File: src/pkg/acwd_pkg.sv
package acwd_pkg;

  // special-function-register addresses
  localparam logic [7:0] ACWD_ADDR_RES_LO  = 8'hbe;
  localparam logic [7:0] ACWD_ADDR_RES_HI  = 8'hbf;
  localparam logic [7:0] ACWD_ADDR_ABV_LO  = 8'hc4;
  localparam logic [7:0] ACWD_ADDR_ABV_HI  = 8'hc5;
  localparam logic [7:0] ACWD_ADDR_BLW_LO  = 8'hc6;
  localparam logic [7:0] ACWD_ADDR_BLW_HI  = 8'hc7;
  localparam logic [7:0] ACWD_ADDR_CTRL    = 8'he8;

  // reset values
  localparam logic [7:0] ACWD_RST_RES_LO   = 8'h00;
  localparam logic [7:0] ACWD_RST_RES_HI   = 8'h00;
  localparam logic [7:0] ACWD_RST_ABV_LO   = 8'hff;
  localparam logic [7:0] ACWD_RST_ABV_HI   = 8'hff;
  localparam logic [7:0] ACWD_RST_BLW_LO   = 8'h00;
  localparam logic [7:0] ACWD_RST_BLW_HI   = 8'h00;
  localparam logic [7:0] ACWD_RST_CTRL     = 8'h00;
  localparam logic [7:0] ACWD_RD_UNMAPPED  = 8'h00;

  // start-source field encodings
  localparam logic [1:0] ACWD_SRC_SW       = 2'h0;
  localparam logic [1:0] ACWD_SRC_T3       = 2'h1;
  localparam logic [1:0] ACWD_SRC_PIN      = 2'h2;
  localparam logic [1:0] ACWD_SRC_T2       = 2'h3;

  // timing in sar clock periods
  localparam int unsigned ACWD_TRACK_SAR_CLKS = 3;
  localparam int unsigned ACWD_CONV_SAR_CLKS  = 12;

  // control register, field order is bit 7 down to bit 0
  typedef struct packed {
    logic       converter_on;
    logic       track_select;
    logic       conv_done_flag;
    logic       conv_in_progress;
    logic [1:0] start_source_sel;
    logic       window_hit_flag;
    logic       left_align_sel;
  } acwd_ctrl_type;

  // one register-space access from the core
  typedef struct packed {
    logic [7:0] addr;
    logic       wr;
    logic       rd;
    logic [7:0] wdata;
  } acwd_sfr_req_type;

  typedef enum logic [1:0] {
    ACWD_IDLE,
    ACWD_TRACK,
    ACWD_CONV
  } acwd_state_type;

endpackage : acwd_pkg

File: src/verilog/acwd_top.sv
`timescale 1ns/10ps
module acwd_top #(
  parameter int unsigned CONV_SAR_CLKS = acwd_pkg::ACWD_CONV_SAR_CLKS
) (
  input  wire logic                       i_clk_sys,   // system clock
  input  wire logic                       i_rst,       // sync reset, high
  input  wire acwd_pkg::acwd_sfr_req_type i_sfr_req,   // register access
  output logic [7:0]                      o_sfr_rdata, // read data, +1 cyc
  input  wire logic                       i_sar_tick,  // sar clock enable
  input  wire logic                       i_timer2_ovf, // timer 2 overflow
  input  wire logic                       i_timer3_ovf, // timer 3 overflow
  input  wire logic                       i_ext_start_pin, // async pin
  input  wire logic                       i_diff_mode, // differential pair
  input  wire logic [11:0]                i_sar_code,  // converter code
  output logic                            o_power_on,  // analog powered
  output logic                            o_track,     // sample switch on
  output logic                            o_converting, // sar running
  output logic                            o_busy_fall  // end pulse
);
  import acwd_pkg::*;

  localparam logic [1:0] TRK_LAST = 2'(ACWD_TRACK_SAR_CLKS - 1);
  localparam logic [7:0] CNV_LAST = 8'(CONV_SAR_CLKS - 1);

  acwd_ctrl_type  ctrl_r;
  acwd_ctrl_type  ctrl_nxt;
  acwd_state_type state_r;
  acwd_state_type state_nxt;
  logic [15:0]    result_r;
  logic [15:0]    result_nxt;
  logic [7:0]     abv_lo_r;
  logic [7:0]     abv_hi_r;
  logic [7:0]     blw_lo_r;
  logic [7:0]     blw_hi_r;
  logic [7:0]     rdata_r;
  logic [7:0]     rdata_nxt;
  logic [1:0]     trk_cnt_r;
  logic [1:0]     trk_cnt_nxt;
  logic [7:0]     cnv_cnt_r;
  logic [7:0]     cnv_cnt_nxt;
  logic           pin_meta_r;
  logic           pin_sync_r;
  logic           pin_prev_r;
  logic           busy_fall_r;

  // address decode
  wire wr_ctrl   = i_sfr_req.wr && (i_sfr_req.addr == ACWD_ADDR_CTRL);
  wire wr_res_lo = i_sfr_req.wr && (i_sfr_req.addr == ACWD_ADDR_RES_LO);
  wire wr_res_hi = i_sfr_req.wr && (i_sfr_req.addr == ACWD_ADDR_RES_HI);
  wire wr_abv_lo = i_sfr_req.wr && (i_sfr_req.addr == ACWD_ADDR_ABV_LO);
  wire wr_abv_hi = i_sfr_req.wr && (i_sfr_req.addr == ACWD_ADDR_ABV_HI);
  wire wr_blw_lo = i_sfr_req.wr && (i_sfr_req.addr == ACWD_ADDR_BLW_LO);
  wire wr_blw_hi = i_sfr_req.wr && (i_sfr_req.addr == ACWD_ADDR_BLW_HI);
  acwd_ctrl_type wr_ctl_val;
  assign wr_ctl_val = acwd_ctrl_type'(i_sfr_req.wdata);

  // start sources; pin edge is taken after the synchroniser only
  wire busy      = (state_r != ACWD_IDLE);
  wire pin_rise  = pin_sync_r && !pin_prev_r;
  wire sw_start  = wr_ctrl && wr_ctl_val.conv_in_progress
                   && (ctrl_r.start_source_sel == ACWD_SRC_SW);
  wire start_evt =
    (ctrl_r.start_source_sel == ACWD_SRC_SW)  ? sw_start     :
    (ctrl_r.start_source_sel == ACWD_SRC_T3)  ? i_timer3_ovf :
    (ctrl_r.start_source_sel == ACWD_SRC_PIN) ? pin_rise     :
                                                i_timer2_ovf;
  // pin source has no timed track phase: the low level was the track
  wire timed_trk = ctrl_r.track_select
                   && (ctrl_r.start_source_sel != ACWD_SRC_PIN);
  wire sar_last  = i_sar_tick && (cnv_cnt_r == CNV_LAST);
  // an abort by converter off must not post flags or a result
  wire finish    = (state_r == ACWD_CONV) && sar_last
                   && ctrl_r.converter_on;

  // result formatting, alignment as currently selected
  wire [3:0]  sign_nib = i_diff_mode ? {4{i_sar_code[11]}} : 4'h0;
  wire [15:0] fmt_res  = ctrl_r.left_align_sel
                         ? {i_sar_code, 4'h0}
                         : {sign_nib, i_sar_code};

  // window compare on 17-bit values so one compare serves both modes
  wire [15:0] abv_word = {abv_hi_r, abv_lo_r};
  wire [15:0] blw_word = {blw_hi_r, blw_lo_r};
  wire        sgn      = i_diff_mode;
  wire signed [16:0] res_x = {sgn & fmt_res[15], fmt_res};
  wire signed [16:0] abv_x = {sgn & abv_word[15], abv_word};
  wire signed [16:0] blw_x = {sgn & blw_word[15], blw_word};
  wire above_hit = res_x > abv_x;
  wire below_hit = res_x < blw_x;
  wire win_hit   = (blw_x > abv_x) ? (above_hit && below_hit)
                                   : (above_hit || below_hit);

  // state sequencing
  always_comb begin
    state_nxt   = state_r;
    trk_cnt_nxt = trk_cnt_r;
    cnv_cnt_nxt = cnv_cnt_r;
    unique case (state_r)
      ACWD_IDLE: begin
        trk_cnt_nxt = 2'h0;
        cnv_cnt_nxt = 8'h00;
        if (start_evt) begin
          state_nxt = timed_trk ? ACWD_TRACK : ACWD_CONV;
        end
      end
      ACWD_TRACK: begin
        if (i_sar_tick) begin
          trk_cnt_nxt = trk_cnt_r + 2'h1;
          if (trk_cnt_r == TRK_LAST) begin
            state_nxt = ACWD_CONV;
          end
        end
      end
      ACWD_CONV: begin
        // further starts fall through unseen here
        if (i_sar_tick) begin
          cnv_cnt_nxt = cnv_cnt_r + 8'h01;
        end
        if (sar_last) begin
          state_nxt = ACWD_IDLE;
        end
      end
    endcase
    if (!ctrl_r.converter_on) begin
      state_nxt = ACWD_IDLE;
    end
  end

  // control register; hardware set beats a software clear
  always_comb begin
    ctrl_nxt = ctrl_r;
    if (wr_ctrl) begin
      ctrl_nxt = wr_ctl_val;
    end
    ctrl_nxt.conv_in_progress = 1'b0;
    if (finish) begin
      ctrl_nxt.conv_done_flag = 1'b1;
      if (win_hit) begin
        ctrl_nxt.window_hit_flag = 1'b1;
      end
    end
  end

  // result bytes may be overwritten by software between conversions
  always_comb begin
    result_nxt = result_r;
    if (wr_res_lo) begin
      result_nxt[7:0] = i_sfr_req.wdata;
    end
    if (wr_res_hi) begin
      result_nxt[15:8] = i_sfr_req.wdata;
    end
    if (finish) begin
      result_nxt = fmt_res;
    end
  end

  // read mux, registered so data leaves from flops
  always_comb begin
    rdata_nxt = ACWD_RD_UNMAPPED;
    unique case (i_sfr_req.addr)
      ACWD_ADDR_RES_LO: rdata_nxt = result_r[7:0];
      ACWD_ADDR_RES_HI: rdata_nxt = result_r[15:8];
      ACWD_ADDR_ABV_LO: rdata_nxt = abv_lo_r;
      ACWD_ADDR_ABV_HI: rdata_nxt = abv_hi_r;
      ACWD_ADDR_BLW_LO: rdata_nxt = blw_lo_r;
      ACWD_ADDR_BLW_HI: rdata_nxt = blw_hi_r;
      ACWD_ADDR_CTRL: begin
        rdata_nxt    = ctrl_r;
        rdata_nxt[4] = busy;
      end
      default: rdata_nxt = ACWD_RD_UNMAPPED;
    endcase
    if (!i_sfr_req.rd) begin
      rdata_nxt = rdata_r;
    end
  end

  // main state and registers
  always_ff @(posedge i_clk_sys) begin
    if (i_rst) begin
      state_r   <= ACWD_IDLE;
      ctrl_r    <= acwd_ctrl_type'(ACWD_RST_CTRL);
      result_r  <= {ACWD_RST_RES_HI, ACWD_RST_RES_LO};
      rdata_r   <= ACWD_RD_UNMAPPED;
      trk_cnt_r <= 2'h0;
      cnv_cnt_r <= 8'h00;
    end else begin
      state_r   <= state_nxt;
      ctrl_r    <= ctrl_nxt;
      result_r  <= result_nxt;
      rdata_r   <= rdata_nxt;
      trk_cnt_r <= trk_cnt_nxt;
      cnv_cnt_r <= cnv_cnt_nxt;
    end
  end

  // limit registers
  always_ff @(posedge i_clk_sys) begin
    if (i_rst) begin
      abv_lo_r <= ACWD_RST_ABV_LO;
      abv_hi_r <= ACWD_RST_ABV_HI;
      blw_lo_r <= ACWD_RST_BLW_LO;
      blw_hi_r <= ACWD_RST_BLW_HI;
    end else begin
      if (wr_abv_lo) abv_lo_r <= i_sfr_req.wdata;
      if (wr_abv_hi) abv_hi_r <= i_sfr_req.wdata;
      if (wr_blw_lo) blw_lo_r <= i_sfr_req.wdata;
      if (wr_blw_hi) blw_hi_r <= i_sfr_req.wdata;
    end
  end

  // pin synchroniser; meta flop feeds only the sync flop
  always_ff @(posedge i_clk_sys) begin
    if (i_rst) begin
      pin_meta_r <= 1'b1;
      pin_sync_r <= 1'b1;
      pin_prev_r <= 1'b1;
    end else begin
      pin_meta_r <= i_ext_start_pin;
      pin_sync_r <= pin_meta_r;
      pin_prev_r <= pin_sync_r;
    end
  end

  // end-of-conversion pulse, the busy falling edge after a finish; an abort gives none
  always_ff @(posedge i_clk_sys) begin
    if (i_rst) begin
      busy_fall_r <= 1'b0;
    end else begin
      busy_fall_r <= finish;
    end
  end

  // analog-facing controls
  wire pin_track = ctrl_r.track_select
                   && (ctrl_r.start_source_sel == ACWD_SRC_PIN)
                   && (state_r == ACWD_IDLE) && !pin_sync_r;
  wire free_track = !ctrl_r.track_select && (state_r != ACWD_CONV);
  assign o_power_on   = ctrl_r.converter_on;
  assign o_track      = ctrl_r.converter_on
                        && (free_track || pin_track
                            || (state_r == ACWD_TRACK));
  assign o_converting = (state_r == ACWD_CONV);
  assign o_busy_fall  = busy_fall_r;
  assign o_sfr_rdata  = rdata_r;

  // helper: sar ticks seen in the track phase
  logic [3:0] trk_seen_r;
  always_ff @(posedge i_clk_sys) begin
    if (i_rst || state_r != ACWD_TRACK) trk_seen_r <= 4'h0;
    else if (i_sar_tick) trk_seen_r <= trk_seen_r + 4'h1;
  end

  AST_OFF_IDLE: assert property (@(posedge i_clk_sys) disable iff (i_rst)
    !ctrl_r.converter_on |=> !o_converting)
    else $error("conversion while converter off");
  AST_FREE_TRACK: assert property (@(posedge i_clk_sys) disable iff (i_rst)
    ctrl_r.converter_on && !ctrl_r.track_select && !o_converting
    |-> o_track)
    else $error("not tracking in free track mode");
  AST_TRACK_LEN: assert property (@(posedge i_clk_sys) disable iff (i_rst)
    (state_r == ACWD_TRACK) && (state_nxt == ACWD_CONV) && !i_rst
    |-> (trk_seen_r == 4'h2) && i_sar_tick)
    else $error("track phase not three sar clocks");
  AST_PIN_TRACK: assert property (@(posedge i_clk_sys) disable iff (i_rst)
    ctrl_r.converter_on && ctrl_r.track_select && !busy
    && (ctrl_r.start_source_sel == ACWD_SRC_PIN)
    |-> (o_track == !pin_sync_r))
    else $error("pin track level wrong");
  AST_SW_START: assert property (@(posedge i_clk_sys) disable iff (i_rst)
    sw_start && ctrl_r.converter_on && !busy |=> busy)
    else $error("software start lost");
  AST_SW_IGNORED: assert property (@(posedge i_clk_sys) disable iff (i_rst)
    wr_ctrl && !busy && (ctrl_r.start_source_sel != ACWD_SRC_SW)
    && !start_evt |=> !busy)
    else $error("busy write started in wrong source");
  AST_T3_START: assert property (@(posedge i_clk_sys) disable iff (i_rst)
    i_timer3_ovf && ctrl_r.converter_on && !busy
    && (ctrl_r.start_source_sel == ACWD_SRC_T3) |=> busy)
    else $error("timer 3 start lost");
  AST_T2_START: assert property (@(posedge i_clk_sys) disable iff (i_rst)
    i_timer2_ovf && ctrl_r.converter_on && !busy
    && (ctrl_r.start_source_sel == ACWD_SRC_T2) |=> busy)
    else $error("timer 2 start lost");
  AST_PIN_START: assert property (@(posedge i_clk_sys) disable iff (i_rst)
    pin_rise && ctrl_r.converter_on && !busy
    && (ctrl_r.start_source_sel == ACWD_SRC_PIN)
    |=> (state_r == ACWD_CONV))
    else $error("pin edge start lost");
  AST_DONE_SET: assert property (@(posedge i_clk_sys) disable iff (i_rst)
    finish |=> ctrl_r.conv_done_flag ##0 o_busy_fall)
    else $error("done flag or end pulse missing");
  AST_DONE_HOLD: assert property (@(posedge i_clk_sys) disable iff (i_rst)
    ctrl_r.conv_done_flag && !wr_ctrl |=> ctrl_r.conv_done_flag)
    else $error("done flag cleared by hardware");
  AST_WIN_SET: assert property (@(posedge i_clk_sys) disable iff (i_rst)
    finish && win_hit |=> ctrl_r.window_hit_flag
    && ctrl_r.conv_done_flag)
    else $error("window flag not set with done");
  AST_LEFT_LOW: assert property (@(posedge i_clk_sys) disable iff (i_rst)
    finish && ctrl_r.left_align_sel |=> (result_r[3:0] == 4'h0))
    else $error("left aligned low nibble not zero");
  AST_BUSY_HOLD: assert property (@(posedge i_clk_sys) disable iff (i_rst)
    busy && ctrl_r.converter_on && !finish |=> busy)
    else $error("busy dropped before finish");

  // shutdown, track switch, end pulse, readback and result layout
  AST_OFF_NOTRK: assert property (@(posedge i_clk_sys) disable iff (i_rst)
    !ctrl_r.converter_on |-> !o_track)
    else $error("tracking while converter off");
  AST_OFF_NODONE: assert property (@(posedge i_clk_sys) disable iff (i_rst)
    !ctrl_r.converter_on && !ctrl_r.conv_done_flag && !wr_ctrl
    |=> !ctrl_r.conv_done_flag)
    else $error("done flag set while converter off");
  AST_CONV_NOTRK: assert property (@(posedge i_clk_sys) disable iff (i_rst)
    o_converting |-> !o_track)
    else $error("tracking during conversion");
  AST_ZERO_TRK: assert property (@(posedge i_clk_sys) disable iff (i_rst)
    start_evt && ctrl_r.converter_on && !busy && !ctrl_r.track_select
    |=> o_converting)
    else $error("free track start did not convert at once");
  AST_TIMED_TRK: assert property (@(posedge i_clk_sys) disable iff (i_rst)
    start_evt && ctrl_r.converter_on && !busy && ctrl_r.track_select
    && (ctrl_r.start_source_sel != ACWD_SRC_PIN)
    |=> (state_r == ACWD_TRACK))
    else $error("timed start skipped the track phase");
  AST_FALL_ONCE: assert property (@(posedge i_clk_sys) disable iff (i_rst)
    o_busy_fall |=> !o_busy_fall)
    else $error("end pulse longer than one cycle");
  AST_FALL_IDLE: assert property (@(posedge i_clk_sys) disable iff (i_rst)
    o_busy_fall |-> !busy)
    else $error("end pulse while still busy");
  AST_BUSY_READ: assert property (@(posedge i_clk_sys) disable iff (i_rst)
    i_sfr_req.rd && (i_sfr_req.addr == ACWD_ADDR_CTRL)
    |=> (o_sfr_rdata[4] == $past(busy)))
    else $error("busy bit readback wrong");
  AST_WR0_NOP: assert property (@(posedge i_clk_sys) disable iff (i_rst)
    wr_ctrl && !wr_ctl_val.conv_in_progress && !busy
    && (ctrl_r.start_source_sel == ACWD_SRC_SW) |=> !busy)
    else $error("writing zero to busy started a conversion");
  AST_WIN_HOLD: assert property (@(posedge i_clk_sys) disable iff (i_rst)
    ctrl_r.window_hit_flag && !wr_ctrl |=> ctrl_r.window_hit_flag)
    else $error("window flag cleared by hardware");
  AST_RIGHT_SE: assert property (@(posedge i_clk_sys) disable iff (i_rst)
    finish && !ctrl_r.left_align_sel && !i_diff_mode
    |=> (result_r[15:12] == 4'h0))
    else $error("single-ended high nibble not zero");
  AST_RIGHT_DIFF: assert property (@(posedge i_clk_sys) disable iff (i_rst)
    finish && !ctrl_r.left_align_sel && i_diff_mode
    |=> (result_r[15:12] == {4{result_r[11]}}))
    else $error("differential high nibble not sign copy");
  AST_LEFT_HI: assert property (@(posedge i_clk_sys) disable iff (i_rst)
    finish && ctrl_r.left_align_sel
    |=> (result_r[15:4] == $past(i_sar_code)))
    else $error("left aligned code misplaced");

endmodule : acwd_top

File: config.mk
export PLATFORM = sky130hd
export DESIGN_NAME = acwd_top
export DESIGN_NICKNAME = d
export VERILOG_FILES = /design/src/pkg/acwd_pkg.sv /design/src/verilog/acwd_top.sv
export SDC_FILE = /design/constraint.sdc
export NUM_CORES = 1
export LEC_CHECK = 0
export BUFFER_PORTS_ARGS = -buffer_cell sky130_fd_sc_hd__buf_2
export CAP_MARGIN = 20
export CORE_UTILIZATION = 55
export CTS_BUF_LIST = sky130_fd_sc_hd__clkbuf_8
export DETAILED_ROUTE_END_ITERATION = 12
export PLACE_DENSITY_LB_ADDON = 0.3
export SYNTH_ARGS = -nofsm -noshare
export SYNTH_HDL_FRONTEND = slang
export SYNTH_SLANG_ARGS = --single-unit
File: constraint.sdc
create_clock -name i_clk_sys -period 7.8 [get_ports i_clk_sys]
set_input_delay 1.56 -clock i_clk_sys [delete_from_list [all_inputs] [get_ports i_clk_sys]]
set_output_delay 1.56 -clock i_clk_sys [all_outputs]
set_load 0.05 [all_outputs]
==> results of run 1 <==
logic make-up after synthesis:
kind of cell | after synthesis | synth area share (%)
muxes | 55 | 11.0
buffers and inverters | 70 | 5.55
and+or+nand+nor | 222 | 21.8
xor gates and xnor gates | 5 | 0.838
adders and majority gates | 50 | 12.0
AOI/OAI and AO/OA | 144 | 18.6
DFF | 79 | 30.2
worst register-to-register path, stage by stage, from the launching register on:
cell,delay (ns)
dfxtp_1,0.90
inv_1,0.30
nand2_1,0.18
nand2_1,0.12
ha_1,0.32
nand4_1,0.11
or2_2,0.33
nor2_1,0.17
o311ai_1,0.12
a32o_1,0.30
o211ai_1,0.18
a31oi_1,0.10
registers in the layout, indices dropped and copies added (netlist names), 2 cells and up:
| name | flops |
|---|---|
| blw_hi_r | 8 |
| trk_cnt_r | 2 |
| abv_hi_r | 8 |
| result_r | 16 |
| o_sfr_rdata | 8 |
| abv_lo_r | 8 |
| cnv_cnt_r | 8 |
| ctrl_r | 6 |
| blw_lo_r | 8 |
| state_r | 2 |
final timing paths:
kind / endpoint / slack [ns] / cells after the start
max reg2reg: ctrl_r[1] / 4.53 / 11
min: pin_sync_r / 0.42 / 1
min reg2reg: pin_sync_r / 0.42 / 1
max: state_r[1] / 4.10 / 8
stage by stage:
step,worst slack [ns],hold WS (ns)
finish,4.10,0.424
detailed placement,3.78,0.405
global route,3.90,0.458
global placement,3.89,0.394
CTS,4.16,0.426
floorplan,4.32,0.389
cells in the final DEF (no fill, tap or decap), types with 10 or more instances in the layout:
| cell | synthesis | final |
|---|---|---|
| a211oi_1 | 17 | 17 |
| a21o_1 | 11 | 11 |
| a21oi_1 | 38 | 38 |
| a22oi_1 | 10 | 10 |
| and3_1 | 12 | 12 |
| buf_2 | 3 | 48 |
| dfxtp_1 | 79 | 79 |
| ha_1 | 50 | 50 |
| inv_1 | 39 | 39 |
| mux2_2 | 11 | 11 |
| mux2i_1 | 43 | 43 |
| nand2_1 | 55 | 55 |
| nand3_1 | 19 | 19 |
| nand4_1 | 10 | 10 |
| nor2_1 | 65 | 65 |
| nor2b_1 | 13 | 13 |
| o21ai_0 | 16 | 16 |
per-layer routing:
layer | up-vias | share of wire [%] | track usage, % | wire length [um]
met5 | - | 0 | 0 | 0
met4 | 0 | 2.6 | 12.4 | 371
met3 | 27 | 6.9 | 5.20 | 1000
met2 | 199 | 45 | 48.4 | 6550
met1 | 2253 | 45 | 41.5 | 6530
li1 | 2325 | - | - | -
power by group:
group	switching, mW	leakage (nW)	internal [mW]
Clock	0.165	0.0838	0.119
Sequential	0.000837	0.637	0.404
Combinational	0.0451	1.89	0.0268
cell type report:
cell class	count	area, um^2
inverters	39	146
repair buffers	50	255
fillers	830	3560
well taps	129	161
clock inverters	7	56.3
flip-flops and latches	79	1580
multi-input cells	476	3360
clock buffers	9	124
==> impl_metrics.json, run 1 <==
{
  "status": "finished clean",
  "startpoint": "i_sfr_req[10]",
  "grt_max_degree": 79,
  "synth_warnings": 0,
  "gr-usage-all-layers_pct": 30.6,
  "final-setup-viol-count": 0,
  "antenna_found_initial": 0,
  "end_kind": "flip-flop",
  "finalMaxSlewViolations": 0,
  "antenna_cells": 0,
  "io_buffers": 48,
  "worstMarginPinSlew_ns": 0.879,
  "yosysSeqAreaShare_pct": 30.2,
  "worstPathRequired_ns": 8.10,
  "p_leak_nw": 2.61,
  "synth_edf_count": 0,
  "ys_ff_latch": 79,
  "syn_area_um2": 5230,
  "ant_nets": 0,
  "dr.first_iter.drc_count": 381,
  "synth_area_leaders": "dfxtp_1 (30%), ha_1 (12%), mux2i_1 (8.2%)",
  "syn_nets": 712,
  "drc": 0,
  "synth_area_per_cell_um2": 8.37,
  "io_pins": 49,
  "hpwl_um": 10900,
  "cts_htree_levels": 3,
  "crit_chain": "buf_2, nor2_1, and4_1, and3_1, mux4_2, o21ai_2, a211o_1, a21oi_1",
  "finalNonFillerCells": 789,
  "fmax_mhz": 270,
  "fp-row-count": 35,
  "yosys.area.top_type_share_pct": 30.2,
  "drt_pre_antenna_iters": 5,
  "cap_violations": 0,
  "via_per_inst": 6.09,
  "syn_inst": 625,
  "synth_flop_cell": "dfxtp_1",
  "nNetsFinal": 742,
  "worst_setup_path_start_kind": "input pin",
  "dieHeight_um": 99.5,
  "wl_per_cell_um": 18.3,
  "arrival_ns": 4.00,
  "cts_tree": "built",
  "postCtsSetupRepairBufs": 0,
  "cts_resized": 0,
  "hold_path.class": "flip-flop to flip-flop",
  "wirelength_um": 14400,
  "synthTopCellsByCount": "dfxtp_1 (79), nor2_1 (65), nand2_1 (55)",
  "design_area_um2": 5680,
  "hp-start": "pin_meta_r",
  "dpl_cell_area_um2": 5500,
  "hold_violations": 0,
  "critPathKind": "input pin to flip-flop",
  "die_w_um": 99.5,
  "insertion_delay_ns": 0.37,
  "place.gp.congestion": 0.976,
  "period_needed_ns": 3.70,
  "path_max_fanout": 28,
  "dieArea_um2": 9900,
  "cp_slowest_cell": "and4_1",
  "synth_top_area_cell": "dfxtp_1",
  "rsz0062_at_grt": "no",
  "overflow": 0,
  "crit-reg2reg-launch": "ctrl_r[0]",
  "clk_pin_slew_ns": 0.09,
  "p_total_uw": 760,
  "clockBufferDepth": 2,
  "cts_root_buffer": "clkbuf_8",
  "place_inst": 773,
  "final_core_util_pct": 61.5,
  "core-area_um2": 9240,
  "synthArstFlopShare_pct": 0,
  "cp_top_family": "simple AND/OR/NAND/NOR gates",
  "irDropWorstVdd_v": 0.0000752,
  "syn_to_final_growth_pct": 8.66,
  "initial_utilization_pct": 56.6,
  "relSlewSlack_pct": 41.3,
  "synthMostInstantiatedCell": "dfxtp_1",
  "yosys.cell_types.count": 64,
  "critPathBufInv": 1,
  "hold_buffers": 0,
  "grt_first_pass_wirelength_um": 23600,
  "cts_made_buffers": 9,
  "vias": 4804,
  "timing.final.crit_share_pct": 47.4,
  "powerDensity_nw_per_um2": 134,
  "finClkSkew_ns": 0.00895,
  "grt_pass1_vias": 4581,
  "cts_num_sinks": 79,
  "cpPeakStageDelay_ns": 0.64,
  "layout-drive-gt1-share_pct": 13.8,
  "setup_tns_ns": 0
}
Power figures use the tool's default switching activity.
==> run 2: changes to the inputs <==
Settings changed: ABC_AREA set to 1.
Clock period 7.8 ns to 3 ns, I/O delays scaled along.
==> run 2 against run 1 <==
  * Register-to-register slack got worse by 4.2 ns
  * Largest power group unchanged
  * Via count rose by 11%
  * Global-route usage rose by 4.5 points
  * Setup slack got worse by 3.8 ns
  * First-iteration DRC count rose by 3.9%
  * Wire length rose by 13%
  * Die area fell by 2.9%
  * The flow now finishes with violations (DRC)
  * Largest cell class unchanged
  * Power rose to 2.7 times the previous value
  * Critical path depth rose by 8
  * Cell count rose by 15%
  * Hold slack got worse by 0.015 ns
  * Clock skew rose by 0.0059 ns
==> impl_metrics.json, run 2 <==
{
  "synth_area_per_cell_um2": 6.78,
  "finalNonFillerCells": 911,
  "clk_pin_slew_ns": 0.10,
  "cp_top_family": "simple AND/OR/NAND/NOR gates",
  "relSlewSlack_pct": 61.9,
  "switching_share_pct": 29.2,
  "status": "finished, violations left",
  "antenna_found_initial": 0,
  "clockBufferDepth": 2,
  "synth_area_leaders": "dfxtp_1 (31%), nand2_1 (13%), ha_1 (12%)",
  "rsz0062_at_grt": "no",
  "fp-row-count": 34,
  "combPwrFrac_pct": 10.0,
  "core-area_um2": 8810,
  "insertion_delay_ns": 0.37,
  "critPathBufInv": 3,
  "synth_flop_cell": "dfxtp_1",
  "finClkSkew_ns": 0.0148,
  "antenna_cells": 0,
  "place_inst": 895,
  "path_max_fanout": 15,
  "hpwl_um": 12800,
  "irDropWorstVdd_v": 0.000321,
  "finalMaxSlewViolations": 0,
  "dieHeight_um": 98.1,
  "fmax_mhz": 373,
  "drc": 1,
  "vias": 5335,
  "fin_ws_ns": 0.318,
  "cts_made_buffers": 9,
  "p_sw_uw": 590,
  "overflow": 0,
  "cts_num_sinks": 79,
  "synthArstFlopShare_pct": 0,
  "cp_slowest_cell": "o21ai_0",
  "io_buffers": 48,
  "violations": "DRC",
  "syn_inst": 749,
  "syn_nets": 836,
  "dr.first_iter.drc_count": 396,
  "hold_path.class": "input pin to flip-flop",
  "p_leak_nw": 2.90,
  "nNetsFinal": 885,
  "preCtsSetupSlack_ns": 0.196,
  "yosysSeqAreaShare_pct": 31.2,
  "io_pins": 49,
  "hold_buffers": 0,
  "grt_first_pass_wirelength_um": 25600,
  "final-setup-viol-count": 0,
  "via_per_inst": 5.86,
  "cts_htree_levels": 3,
  "period_needed_ns": 2.68,
  "powerDensity_nw_per_um2": 359,
  "layout_common_cells": "nand2_1 (173), inv_1 (121), dfxtp_1 (79)",
  "clkPwrFrac_pct": 37.9,
  "grt_pass1_vias": 5071,
  "intPower_mw": 1.43,
  "synth_warnings": 0,
  "end_kind": "flip-flop",
  "synthTopCellsByCount": "nand2_1 (173), inv_1 (121), dfxtp_1 (79)",
  "design_area_um2": 5640,
  "hold_violations": 0,
  "dieArea_um2": 9610,
  "cpPeakStageDelay_ns": 0.54,
  "setup_tns_ns": 0,
  "top_register": "result_r",
  "synth_edf_count": 0,
  "die_w_um": 98.1,
  "yosys.area.top_type_share_pct": 31.2,
  "ant_nets": 0,
  "cts_resized": 0,
  "cap_violations": 0,
  "seqPwrFrac_pct": 52.1,
  "worstMarginPinSlew_ns": 0.565,
  "gr-usage-all-layers_pct": 35.1,
  "arrival_ns": 2.99,
  "cts_root_buffer": "clkbuf_8",
  "grt_max_degree": 55,
  "synthMostInstantiatedCell": "nand2_1",
  "drt_pre_antenna_iters": 9,
  "postCtsSetupRepairBufs": 0,
  "final_common_cell": "nand2_1",
  "hold_ws_ns": 0.409,
  "wl_per_cell_um": 17.9,
  "syn_area_um2": 5070,
  "critPathKind": "flip-flop to flip-flop",
  "dpl_cell_area_um2": 5460,
  "place.gp.congestion": 0.972,
  "layout-drive-gt1-share_pct": 11.1,
  "wirelength_um": 16300,
  "crit_chain": "inv_1, o21ai_0, inv_1, ha_1, nand2_1, nor2_1, nand2_1, nor3_1, a21oi_1, nand3_1, nand2_1, nand3_1, nand2_1, inv_1, nand2_1, a21oi_1",
  "worstPathRequired_ns": 3.31,
  "worst_setup_path_start_kind": "flip-flop",
  "largest_reg_flops": 16,
  "cp_common_cell": "nand2_1",
  "initial_utilization_pct": 57.6,
  "yosys.cell_types.count": 39,
  "syn_to_final_growth_pct": 11.1,
  "ys_ff_latch": 79,
  "cts_tree": "built",
  "timing.final.crit_share_pct": 89.4,
  "synth_top_area_cell": "dfxtp_1"
}
[run 2: power by group through the flow]
stage | logic [mW] | clock network (mW) | registers, mW
floorplan | 0.112 | 0 | 1.08
global placement | 0.192 | 0 | 1.08
detailed placement | 0.197 | 0 | 1.08
CTS | 0.198 | 0.772 | 1.05
global route | 0.225 | 0.809 | 1.05
finish | 0.203 | 0.766 | 1.05
[run 2: per-layer routing]
layer / vias up / global-route usage, % / share of wire (%)
met5: - / 0 / 0
met4: 0 / 17.6 / 4.3
met3: 52 / 5.87 / 8.9
met2: 228 / 56.0 / 44
met1: 2455 / 45.7 / 42
li1: 2600 / - / -
[run 2: cells by family (layout without fill, tap and decap cells)]
kind of cell             count (synthesis)  count (layout)  synth area share (%)
adder cells (fa/ha/maj)                 50              50                  12.3
buffers and inverters                  146             200                  10.9
flip-flops                              79              79                  31.2
AO/OA/AOI/OAI                          198             198                  22.5
AND/OR/NAND/NOR                        276             276                  23.2
[run 2: final cells by class]
cell class                      instances  area [um^2]
Fill cell                             829         3170
Tap cell                              108          135
Inverter                              126          473
Timing Repair Buffer                   58          328
Multi-Input combinational cell        524         2940
Clock buffer                            9          124
Sequential cell                        79         1580
Clock inverter                          7         55.1
[run 2: final timing paths]
path              startpoint    endpoint  slack (ns)  cells after the start
max                ctrl_r[0]   ctrl_r[1]        0.32                     16
min          i_ext_start_pin  pin_meta_r        0.41                      2
min reg2reg       pin_meta_r  pin_sync_r        0.42                      1
max reg2reg        ctrl_r[0]   ctrl_r[1]        0.32                     16
[run 2: metrics by stage]
step / power [mW] / util, %
2_1_floorplan: 1.19 / -
3_3_place_gp: 1.27 / 62.0
3_5_place_dp: 1.27 / 62.0
4_1_cts: 2.02 / 64.0
5_1_grt: 2.09 / 64.0
6_report: 2.02 / 64.0
